[src/pkcx_consts.svh]
// offsets, field positions and counts of the public key unit controller
`ifndef PKCX_CONSTS_SVH
`define PKCX_CONSTS_SVH
`define PKCX_CTRL_OFS 8'h00
`define PKCX_STAT_OFS 8'h04
`define PKCX_EXPB_OFS 8'h40
`define PKCX_EXPB_END 8'h5c
`define PKCX_C_START 0
`define PKCX_C_EXP 1
`define PKCX_C_IRQ 2
`define PKCX_C_AP 5:4
`define PKCX_C_BP 7:6
`define PKCX_C_MOD 15:8
`define PKCX_C_ESZ 23:16
`define PKCX_S_BUSY 0
`define PKCX_S_DONE 1
`define PKCX_S_ERR 2
`define PKCX_S_SENT 11:8
`define PKCX_U_CTRL 8'h00
`define PKCX_U_STAT 8'h04
`define PKCX_U_EXPW 8'h08
`define PKCX_U_MOD 8'h0c
`define PKCX_U_ESZ 8'h10
`define PKCX_UC_GO 0
`define PKCX_UC_ENT 11:4
`define PKCX_UC_AP 13:12
`define PKCX_UC_BP 15:14
`define PKCX_US_DONE 0
`define PKCX_US_ERDY 1
`define PKCX_ENT_MUL2 8'h0b
`define PKCX_ENT_EXP 8'h07
`define PKCX_MOD_MIN 8'h04
`define PKCX_EXP_WORDS 8
`define PKCX_CLK_NS 5
`define PKCX_POLL_NS 320
`define PKCX_POLL_CYC 8'((`PKCX_POLL_NS) / (`PKCX_CLK_NS))
`define PKCX_RESP_OK 2'b00
`define PKCX_RESP_ERR 2'b10
`endif

[src/pkcx_pkg.sv]
// types shared by the public key unit controller
package pkcx_pkg;
    typedef logic [31:0] pkcx_word_t;
    typedef logic [7:0] pkcx_addr_t;
    typedef enum logic [3:0] {
        S_IDLE, S_MOD, S_ESZ, S_CTL, S_GO, S_WAIT, S_STAT, S_EXPW
    } pkcx_state_t;

    function automatic pkcx_word_t pkcx_merge(input pkcx_word_t old, input pkcx_word_t nw, input logic [3:0] s);
        pkcx_word_t m;
        m = old;
        for (int b = 0; b < 4; b++) begin
            if (s[b]) begin
                m[b*8 +: 8] = nw[b*8 +: 8];
            end
        end
        return m;
    endfunction : pkcx_merge
endpackage : pkcx_pkg

[src/pkcx_if.sv]
// register-side and unit-side carriers between the controller modules
`timescale 1ns/10ps
interface pkcx_reg_if;
    import pkcx_pkg::*;
    logic wr;
    pkcx_addr_t waddr;
    pkcx_word_t wdata;
    logic [3:0] wstrb;
    logic wr_ok;
    pkcx_addr_t raddr;
    pkcx_word_t rdata;
    logic rd_ok;
    modport bus (output wr, waddr, wdata, wstrb, raddr, input wr_ok, rdata, rd_ok);
    modport regs (input wr, waddr, wdata, wstrb, raddr, output wr_ok, rdata, rd_ok);
endinterface : pkcx_reg_if

interface pkcx_dev_if;
    import pkcx_pkg::*;
    logic req;
    logic we;
    pkcx_addr_t addr;
    pkcx_word_t wdata;
    logic done;
    pkcx_word_t rdata;
    modport ctl (output req, we, addr, wdata, input done, rdata);
    modport port (input req, we, addr, wdata, output done, rdata);
endinterface : pkcx_dev_if

[src/pkcx_axil.sv]
// axi4-lite slave in front of the controller registers
`timescale 1ns/10ps
`include "pkcx_consts.svh"
module pkcx_axil (
    input wire logic aclk,
    input wire logic aresetn,
    input wire pkcx_pkg::pkcx_addr_t s_axi_awaddr,
    input wire logic s_axi_awvalid,
    output logic s_axi_awready,
    input wire pkcx_pkg::pkcx_word_t s_axi_wdata,
    input wire logic [3:0] s_axi_wstrb,
    input wire logic s_axi_wvalid,
    output logic s_axi_wready,
    output logic [1:0] s_axi_bresp,
    output logic s_axi_bvalid,
    input wire logic s_axi_bready,
    input wire pkcx_pkg::pkcx_addr_t s_axi_araddr,
    input wire logic s_axi_arvalid,
    output logic s_axi_arready,
    output pkcx_pkg::pkcx_word_t s_axi_rdata,
    output logic [1:0] s_axi_rresp,
    output logic s_axi_rvalid,
    input wire logic s_axi_rready,
    pkcx_reg_if.bus rg
);
    import pkcx_pkg::*;
    typedef struct packed {
        logic aw_h;
        logic w_h;
        pkcx_addr_t awa;
        pkcx_word_t wd;
        logic [3:0] ws;
        logic bv;
        logic [1:0] br;
        logic rv;
        pkcx_word_t rd;
        logic [1:0] rr;
    } pkcx_axil_t;
    pkcx_axil_t r_reg, r_next;

    assign s_axi_awready = !r_reg.aw_h && !r_reg.bv;
    assign s_axi_wready = !r_reg.w_h && !r_reg.bv;
    assign s_axi_arready = !r_reg.rv;
    assign rg.wr = r_reg.aw_h && r_reg.w_h;
    assign rg.waddr = r_reg.awa;
    assign rg.wdata = r_reg.wd;
    assign rg.wstrb = r_reg.ws;
    assign rg.raddr = s_axi_araddr;

    always_comb begin
        r_next = r_reg;
        if (s_axi_awvalid && s_axi_awready) begin
            r_next.aw_h = 1'b1;
            r_next.awa = s_axi_awaddr;
        end
        if (s_axi_wvalid && s_axi_wready) begin
            r_next.w_h = 1'b1;
            r_next.wd = s_axi_wdata;
            r_next.ws = s_axi_wstrb;
        end
        if (rg.wr) begin
            r_next.aw_h = 1'b0;
            r_next.w_h = 1'b0;
            r_next.bv = 1'b1;
            r_next.br = rg.wr_ok ? `PKCX_RESP_OK : `PKCX_RESP_ERR;
        end
        if (r_reg.bv && s_axi_bready) begin
            r_next.bv = 1'b0;
        end
        if (s_axi_arvalid && s_axi_arready) begin
            r_next.rv = 1'b1;
            r_next.rd = rg.rdata;
            r_next.rr = rg.rd_ok ? `PKCX_RESP_OK : `PKCX_RESP_ERR;
        end
        if (r_reg.rv && s_axi_rready) begin
            r_next.rv = 1'b0;
        end
    end

    always_ff @(posedge aclk) begin
        if (!aresetn) begin
            r_reg <= '0;
        end else begin
            r_reg <= r_next;
        end
    end

    assign s_axi_bvalid = r_reg.bv;
    assign s_axi_bresp = r_reg.br;
    assign s_axi_rvalid = r_reg.rv;
    assign s_axi_rdata = r_reg.rd;
    assign s_axi_rresp = r_reg.rr;
endmodule : pkcx_axil

[src/pkcx_devport.sv]
// one register access at a time towards the public key unit pins
`timescale 1ns/10ps
module pkcx_devport (
    input wire logic aclk,
    input wire logic aresetn,
    output logic unit_cs,
    output logic unit_we,
    output pkcx_pkg::pkcx_addr_t unit_addr,
    output pkcx_pkg::pkcx_word_t unit_wdata,
    input wire pkcx_pkg::pkcx_word_t unit_rdata,
    input wire logic unit_ack,
    pkcx_dev_if.port d
);
    import pkcx_pkg::*;
    typedef struct packed {
        logic cs;
        logic we;
        pkcx_addr_t addr;
        pkcx_word_t wdata;
        logic done;
        pkcx_word_t rdata;
    } pkcx_devport_t;
    pkcx_devport_t r_reg, r_next;

    always_comb begin
        r_next = r_reg;
        r_next.done = 1'b0;
        // the done cycle still shows the old request, so it must not restart
        if (!r_reg.cs && d.req && !r_reg.done) begin
            r_next.cs = 1'b1;
            r_next.we = d.we;
            r_next.addr = d.addr;
            r_next.wdata = d.wdata;
        end else if (r_reg.cs && unit_ack) begin
            r_next.cs = 1'b0;
            r_next.done = 1'b1;
            r_next.rdata = unit_rdata;
        end
    end

    always_ff @(posedge aclk) begin
        if (!aresetn) begin
            r_reg <= '0;
        end else begin
            r_reg <= r_next;
        end
    end

    assign unit_cs = r_reg.cs;
    assign unit_we = r_reg.we;
    assign unit_addr = r_reg.addr;
    assign unit_wdata = r_reg.wdata;
    assign d.done = r_reg.done;
    assign d.rdata = r_reg.rdata;
endmodule : pkcx_devport

[src/pkcx_top.sv]
// host controller that runs double-reduction multiply and exponentiation on the public key unit
`timescale 1ns/10ps
`include "pkcx_consts.svh"
module pkcx_top (
    input wire logic aclk,
    input wire logic aresetn,
    input wire pkcx_pkg::pkcx_addr_t s_axi_awaddr,
    input wire logic s_axi_awvalid,
    output logic s_axi_awready,
    input wire pkcx_pkg::pkcx_word_t s_axi_wdata,
    input wire logic [3:0] s_axi_wstrb,
    input wire logic s_axi_wvalid,
    output logic s_axi_wready,
    output logic [1:0] s_axi_bresp,
    output logic s_axi_bvalid,
    input wire logic s_axi_bready,
    input wire pkcx_pkg::pkcx_addr_t s_axi_araddr,
    input wire logic s_axi_arvalid,
    output logic s_axi_arready,
    output pkcx_pkg::pkcx_word_t s_axi_rdata,
    output logic [1:0] s_axi_rresp,
    output logic s_axi_rvalid,
    input wire logic s_axi_rready,
    output logic unit_cs,
    output logic unit_we,
    output pkcx_pkg::pkcx_addr_t unit_addr,
    output pkcx_pkg::pkcx_word_t unit_wdata,
    input wire pkcx_pkg::pkcx_word_t unit_rdata,
    input wire logic unit_ack,
    input wire logic host_ready_out_n,
    input wire logic unit_irq
);
    import pkcx_pkg::*;
    typedef struct packed {
        pkcx_state_t st;
        pkcx_word_t ctrl;
        logic busy;
        logic done;
        logic err;
        logic [3:0] sent;
        logic [3:0] nwords;
        logic [7:0] poll;
        logic [`PKCX_EXP_WORDS-1:0][31:0] expb;
    } pkcx_main_t;
    pkcx_main_t r_reg, r_next;

    pkcx_reg_if rg ();
    pkcx_dev_if dif ();

    pkcx_axil u_axil (
        .aclk(aclk),
        .aresetn(aresetn),
        .s_axi_awaddr(s_axi_awaddr),
        .s_axi_awvalid(s_axi_awvalid),
        .s_axi_awready(s_axi_awready),
        .s_axi_wdata(s_axi_wdata),
        .s_axi_wstrb(s_axi_wstrb),
        .s_axi_wvalid(s_axi_wvalid),
        .s_axi_wready(s_axi_wready),
        .s_axi_bresp(s_axi_bresp),
        .s_axi_bvalid(s_axi_bvalid),
        .s_axi_bready(s_axi_bready),
        .s_axi_araddr(s_axi_araddr),
        .s_axi_arvalid(s_axi_arvalid),
        .s_axi_arready(s_axi_arready),
        .s_axi_rdata(s_axi_rdata),
        .s_axi_rresp(s_axi_rresp),
        .s_axi_rvalid(s_axi_rvalid),
        .s_axi_rready(s_axi_rready),
        .rg(rg.bus)
    );

    pkcx_devport u_devport (
        .aclk(aclk),
        .aresetn(aresetn),
        .unit_cs(unit_cs),
        .unit_we(unit_we),
        .unit_addr(unit_addr),
        .unit_wdata(unit_wdata),
        .unit_rdata(unit_rdata),
        .unit_ack(unit_ack),
        .d(dif.port)
    );

    // decode of the software-side registers
    pkcx_word_t wctl;
    logic [3:0] words_new;
    logic w_ctrl, w_expb, r_expb, is_exp, ev;
    logic [`PKCX_EXP_WORDS-1:0] wnz;
    pkcx_word_t ucw, stat;

    assign wctl = pkcx_merge(r_reg.ctrl, rg.wdata, rg.wstrb);
    assign words_new = 4'(wctl[`PKCX_C_ESZ] >> 2) + 4'h1;
    assign w_ctrl = rg.waddr == `PKCX_CTRL_OFS;
    assign w_expb = rg.waddr >= `PKCX_EXPB_OFS && rg.waddr <= `PKCX_EXPB_END && rg.waddr[1:0] == 2'b00;
    assign r_expb = rg.raddr >= `PKCX_EXPB_OFS && rg.raddr <= `PKCX_EXPB_END && rg.raddr[1:0] == 2'b00;
    assign is_exp = r_reg.ctrl[`PKCX_C_EXP];
    assign ev = !host_ready_out_n || unit_irq;

    // exponent value above one: any higher word nonzero, or the last word above one
    for (genvar i = 0; i < `PKCX_EXP_WORDS; i++) begin : g_nz
        assign wnz[i] = (4'(i) + 4'h1 < words_new) ? |r_reg.expb[i] :
                        (4'(i) + 4'h1 == words_new) ? |r_reg.expb[i][31:1] : 1'b0;
    end

    always_comb begin
        ucw = '0;
        if (is_exp) begin
            // base must already sit in A in Montgomery form, pointers left at zero
            ucw[`PKCX_UC_ENT] = `PKCX_ENT_EXP;
        end else begin
            ucw[`PKCX_UC_ENT] = `PKCX_ENT_MUL2;
            ucw[`PKCX_UC_AP] = r_reg.ctrl[`PKCX_C_AP];
            ucw[`PKCX_UC_BP] = r_reg.ctrl[`PKCX_C_BP];
        end
        ucw[`PKCX_UC_GO] = r_reg.st == S_GO;
        stat = '0;
        stat[`PKCX_S_BUSY] = r_reg.busy;
        stat[`PKCX_S_DONE] = r_reg.done;
        stat[`PKCX_S_ERR] = r_reg.err;
        stat[`PKCX_S_SENT] = r_reg.sent;
    end

    // unit accesses follow the registered state, so they stay stable until done
    always_comb begin
        dif.req = 1'b1;
        dif.we = 1'b1;
        dif.addr = `PKCX_U_CTRL;
        dif.wdata = ucw;
        unique case (r_reg.st)
            S_MOD: begin
                dif.addr = `PKCX_U_MOD;
                dif.wdata = {24'h0, r_reg.ctrl[`PKCX_C_MOD]};
            end
            S_ESZ: begin
                dif.addr = `PKCX_U_ESZ;
                dif.wdata = {24'h0, r_reg.ctrl[`PKCX_C_ESZ]};
            end
            S_CTL, S_GO: begin
                dif.addr = `PKCX_U_CTRL;
            end
            S_STAT: begin
                dif.we = 1'b0;
                dif.addr = `PKCX_U_STAT;
            end
            S_EXPW: begin
                dif.addr = `PKCX_U_EXPW;
                dif.wdata = r_reg.expb[r_reg.sent[2:0]];
            end
            S_IDLE, S_WAIT: begin
                dif.req = 1'b0;
            end
        endcase
    end

    always_comb begin
        rg.wr_ok = w_ctrl || w_expb;
        rg.rd_ok = 1'b1;
        if (rg.raddr == `PKCX_CTRL_OFS) begin
            rg.rdata = r_reg.ctrl;
        end else if (rg.raddr == `PKCX_STAT_OFS) begin
            rg.rdata = stat;
        end else if (r_expb) begin
            rg.rdata = r_reg.expb[rg.raddr[4:2]];
        end else begin
            rg.rdata = '0;
            rg.rd_ok = 1'b0;
        end
    end

    always_comb begin
        r_next = r_reg;
        // configuration is frozen while a routine runs
        if (rg.wr && !r_reg.busy && w_expb) begin
            r_next.expb[rg.waddr[4:2]] = pkcx_merge(r_reg.expb[rg.waddr[4:2]], rg.wdata, rg.wstrb);
        end
        if (rg.wr && !r_reg.busy && w_ctrl) begin
            r_next.ctrl = wctl;
            r_next.ctrl[`PKCX_C_START] = 1'b0;
            if (wctl[`PKCX_C_START]) begin
                r_next.done = 1'b0;
                r_next.sent = 4'h0;
                r_next.nwords = words_new;
                if (wctl[`PKCX_C_MOD] < `PKCX_MOD_MIN || (wctl[`PKCX_C_EXP] &&
                    (wctl[`PKCX_C_ESZ] >= 8'(`PKCX_EXP_WORDS * 4) || !(|wnz)))) begin
                    r_next.err = 1'b1;
                end else begin
                    r_next.err = 1'b0;
                    r_next.busy = 1'b1;
                    r_next.st = S_MOD;
                end
            end
        end
        unique case (r_reg.st)
            S_IDLE: begin
            end
            S_MOD: if (dif.done) begin
                r_next.st = is_exp ? S_ESZ : S_CTL;
            end
            S_ESZ, S_CTL: if (dif.done) begin
                r_next.st = r_reg.st == S_ESZ ? S_CTL : S_GO;
            end
            S_GO, S_EXPW: if (dif.done) begin
                // the unit runs its own multiplies; we only wait and feed words
                r_next.st = S_WAIT;
                r_next.poll = `PKCX_POLL_CYC;
                if (r_reg.st == S_EXPW) begin
                    r_next.sent = r_reg.sent + 4'h1;
                end
            end
            S_WAIT: begin
                // masked request: poll at once; otherwise wait for the pins or a slow poll
                if (!r_reg.ctrl[`PKCX_C_IRQ] || ev || r_reg.poll == 8'h0) begin
                    r_next.st = S_STAT;
                end else begin
                    r_next.poll = r_reg.poll - 8'h1;
                end
            end
            S_STAT: if (dif.done) begin
                r_next.poll = `PKCX_POLL_CYC;
                if (dif.rdata[`PKCX_US_DONE]) begin
                    r_next.st = S_IDLE;
                    r_next.busy = 1'b0;
                    r_next.done = 1'b1;
                end else if (dif.rdata[`PKCX_US_ERDY] && is_exp) begin
                    // the flag is re-read after each word, the unit clears it on the write
                    if (r_reg.sent < r_reg.nwords) begin
                        r_next.st = S_EXPW;
                    end else begin
                        r_next.st = S_IDLE;
                        r_next.busy = 1'b0;
                        r_next.err = 1'b1;
                    end
                end else begin
                    r_next.st = S_WAIT;
                end
            end
        endcase
    end

    always_ff @(posedge aclk) begin
        if (!aresetn) begin
            r_reg <= '0;
        end else begin
            r_reg <= r_next;
        end
    end
endmodule : pkcx_top

[config.mk]
export PLATFORM = sky130hd
export DESIGN_NAME = pkcx_top
export DESIGN_NICKNAME = d
export VERILOG_FILES = /design/src/pkcx_pkg.sv /design/src/pkcx_if.sv /design/src/pkcx_axil.sv /design/src/pkcx_devport.sv /design/src/pkcx_top.sv
export VERILOG_INCLUDE_DIRS = /design/src
export SDC_FILE = /design/constraint.sdc
export NUM_CORES = 1
export LEC_CHECK = 0
export BUFFER_PORTS_ARGS = -buffer_cell sky130_fd_sc_hd__buf_4
export CAP_MARGIN = 15
export CORE_MARGIN = 2
export CORE_UTILIZATION = 42
export DETAILED_ROUTE_END_ITERATION = 16
export PLACE_DENSITY = 0.6
export SLEW_MARGIN = 10
export SYNTH_ARGS = -nofsm -noshare
export SYNTH_HDL_FRONTEND = slang
export SYNTH_HIERARCHICAL = 1
export SYNTH_SLANG_ARGS = --single-unit
[constraint.sdc]
create_clock -name aclk -period 3.7 [get_ports aclk]
set_input_delay 0.185 -clock aclk [delete_from_list [all_inputs] [get_ports aclk]]
set_output_delay 0.185 -clock aclk [all_outputs]
set_load 0.01 [all_outputs]
==> flow_summary.toml <==
[power_and_ir_drop]
p_int_mw = 7.73
p_switching_mw = 2.67
leakage_nw = 9.30
pwr-share-seq_pct = 46.4
pwr-share-comb_pct = 7.8
power_per_cell_area_nw_per_um2 = 375
p_clk_share_pct = 45.7
peakVddDrop_mv = 0.291
switching_share_pct = 25.7

[critical_path]
slowest_stage = "nor4_1"
critPathKind = "register to register"
crit_chain = "nor4_1 > nand4_1 > a211oi_1 > nand4_1 > a221oi_2 > a31oi_1 > o311a_1"
cp-end-kind = "register"
cp_max_fo = 5
worstPathRequired_ns = 4.18
cp-start-kind = "register"
arrival_ns = 3.66
cpPeakStageDelay_ns = 0.79
cpMostUsedCell = "nand4_1"

[sta]
hold_ws_ns = 0.0966
layout_min_cycle_time_ns = 3.17
rsz0062_at_grt = "no"
max_freq_ghz = 0.315
relSlewSlack_pct = 24.9
fin_crit_sh_pct = 85.7
tightest_slew_ns = 1.10
finalClockSkew_ns = 0.0124
final_max_slew_viol_count = 0
finalHoldViolCount = 0
setup_violations = 0
tns_ns = 0

[routing]
wl_per_cell_um = 25.9
drtIter0Drc = 2819
vias = 23700
routed_wl_mm = 97.6
viasPerCell = 6.30
ant_nets = 0
firstDrtPassIters = 7
drc = 0

[layout]
fin_area_um2 = 27700
fillCellCount = 5469
drive_gt1_share_pct = 17.1
final_util_pct = 47.9
multi_input_area_um2 = 14000
syn_to_final_growth_pct = 12.8
largest_reg_flops = 309
final_nets = 3064
seqCellArea_um2 = 8770

[floorplanning]
pin_count = 177
dieWidth_um = 246
rows = 88
core_um2 = 57800
die_h_um = 246
die-area_um2 = 60400
initial_core_util_pct = 42.5

[place]
hpwl_mm = 67.7
place_area_um2 = 25700
gp_congestion = 0.995
port_buffers = 144

[clock_network]
clk_path_buf_depth = 3
root_buffer = "clkbuf_16"
cts.clk_slew.worst_paths_ns = 0.06
clk-insertion-delay-late_ns = 0.60
cts-buffers-inserted = 48
cts_tree = "done"
clkSinkCount = 437
htree_levels = 2
cts-resized-gates = 0

[global_route]
grt_pass1_wl_mm = 144
grt_overflow_total = 0
antenna_found_initial = 1
grt_pass1_vias = 22200
grt_max_degree = 130
grt_use_total_pct = 31.6

[yosys]
syn_inst = 2952
syn_area_um2 = 24600
synth.avg_cell_area_um2 = 8.32
yosysWarnings = 6

[outcome]
outcome = "finished, final reports clean"

[flow_run]
max_cap_violations = 0

[min_path]
hold_class = "primary input to register"
## per-stage QoR
step,setup WS (ns),power [mW],instances
detailed placement,0.648,5.67,3625
floorplan,1.15,5.43,2957
finish,0.527,10.4,3762
global placement,0.683,5.66,3625
global route,0.507,10.7,3760
CTS,0.618,10.4,3760
## cells in the final DEF (no fill, tap or decap), types with 32 or more instances in the layout
cell / count
mux4_2: 140
dlygate4sd3_1: 50
mux2i_1: 151
a21boi_0: 32
mux2_2: 35
a21oi_1: 327
nand2_1: 818
nor2_1: 90
nor4_1: 63
clkbuf_16: 49
dfxtp_1: 431
buf_4: 217
nand3_1: 83
o21ai_0: 97
## area by class of cell
class                   instances  area share, %
multi-input cells            2162           50.5
flip-flops and latches        437           31.6
repair buffers                278           8.45
clock buffers                  62           4.75
well taps                     765           3.45
clock inverters                23          0.691
inverters                      33          0.474
diodes                          2         0.0181
## repair_timing
action | 4_1_cts | 5_1_grt
hold endpoints to repair | 50 | 0
hold buffers | 50 | 0
setup buffers | 0 | 0
## power by group through the flow
| stage | logic, mW | clock network [mW] | registers, mW |
|---|---|---|---|
| global placement | 0.740 | 0 | 4.92 |
| finish | 0.816 | 4.75 | 4.83 |
| floorplan | 0.556 | 0 | 4.87 |
| detailed placement | 0.746 | 0 | 4.93 |
| global route | 0.859 | 4.98 | 4.83 |
| CTS | 0.791 | 4.78 | 4.82 |
## path summary, 6_finish.rpt
| kind | slack [ns] | startpoint | endpoint | cells past startpoint |
|---|---|---|---|---|
| worst max-delay path | 0.53 | r_reg[235]$_SDFFE_PN0P_ | r_reg[307]$_SDFF_PN0_ | 7 |
| worst min-delay path | 0.1 | aresetn | u_devport/unit_addr[5]$_SDFFE_PN0P_ | 3 |
| worst max register to register | 0.53 | r_reg[235]$_SDFFE_PN0P_ | r_reg[307]$_SDFF_PN0_ | 7 |
| worst min register to register | 0.46 | r_reg[299]$_SDFFE_PN0P_ | r_reg[299]$_SDFFE_PN0P_ | 2 |
## worst max-delay path, delay by kind of cell, from the launching register on
kind	cells	cell delay (ns)
AND/OR/NAND/NOR	3	1.38
AO/OA/AOI/OAI	4	1.31
flip-flops	1	0.37
## per-layer routing
layer  track usage [%]  wire [µm]  vias up  part of all wire [%]
met5                 0         13        -                 0.013
met4              20.2       7210        2                   7.4
met3              8.87      11600      375                    12
met2              47.4      41800     1550                    43
met1              40.0      37000    11400                    38
li1                  -          -    10400                     -
(Power assumes the default switching activity.)
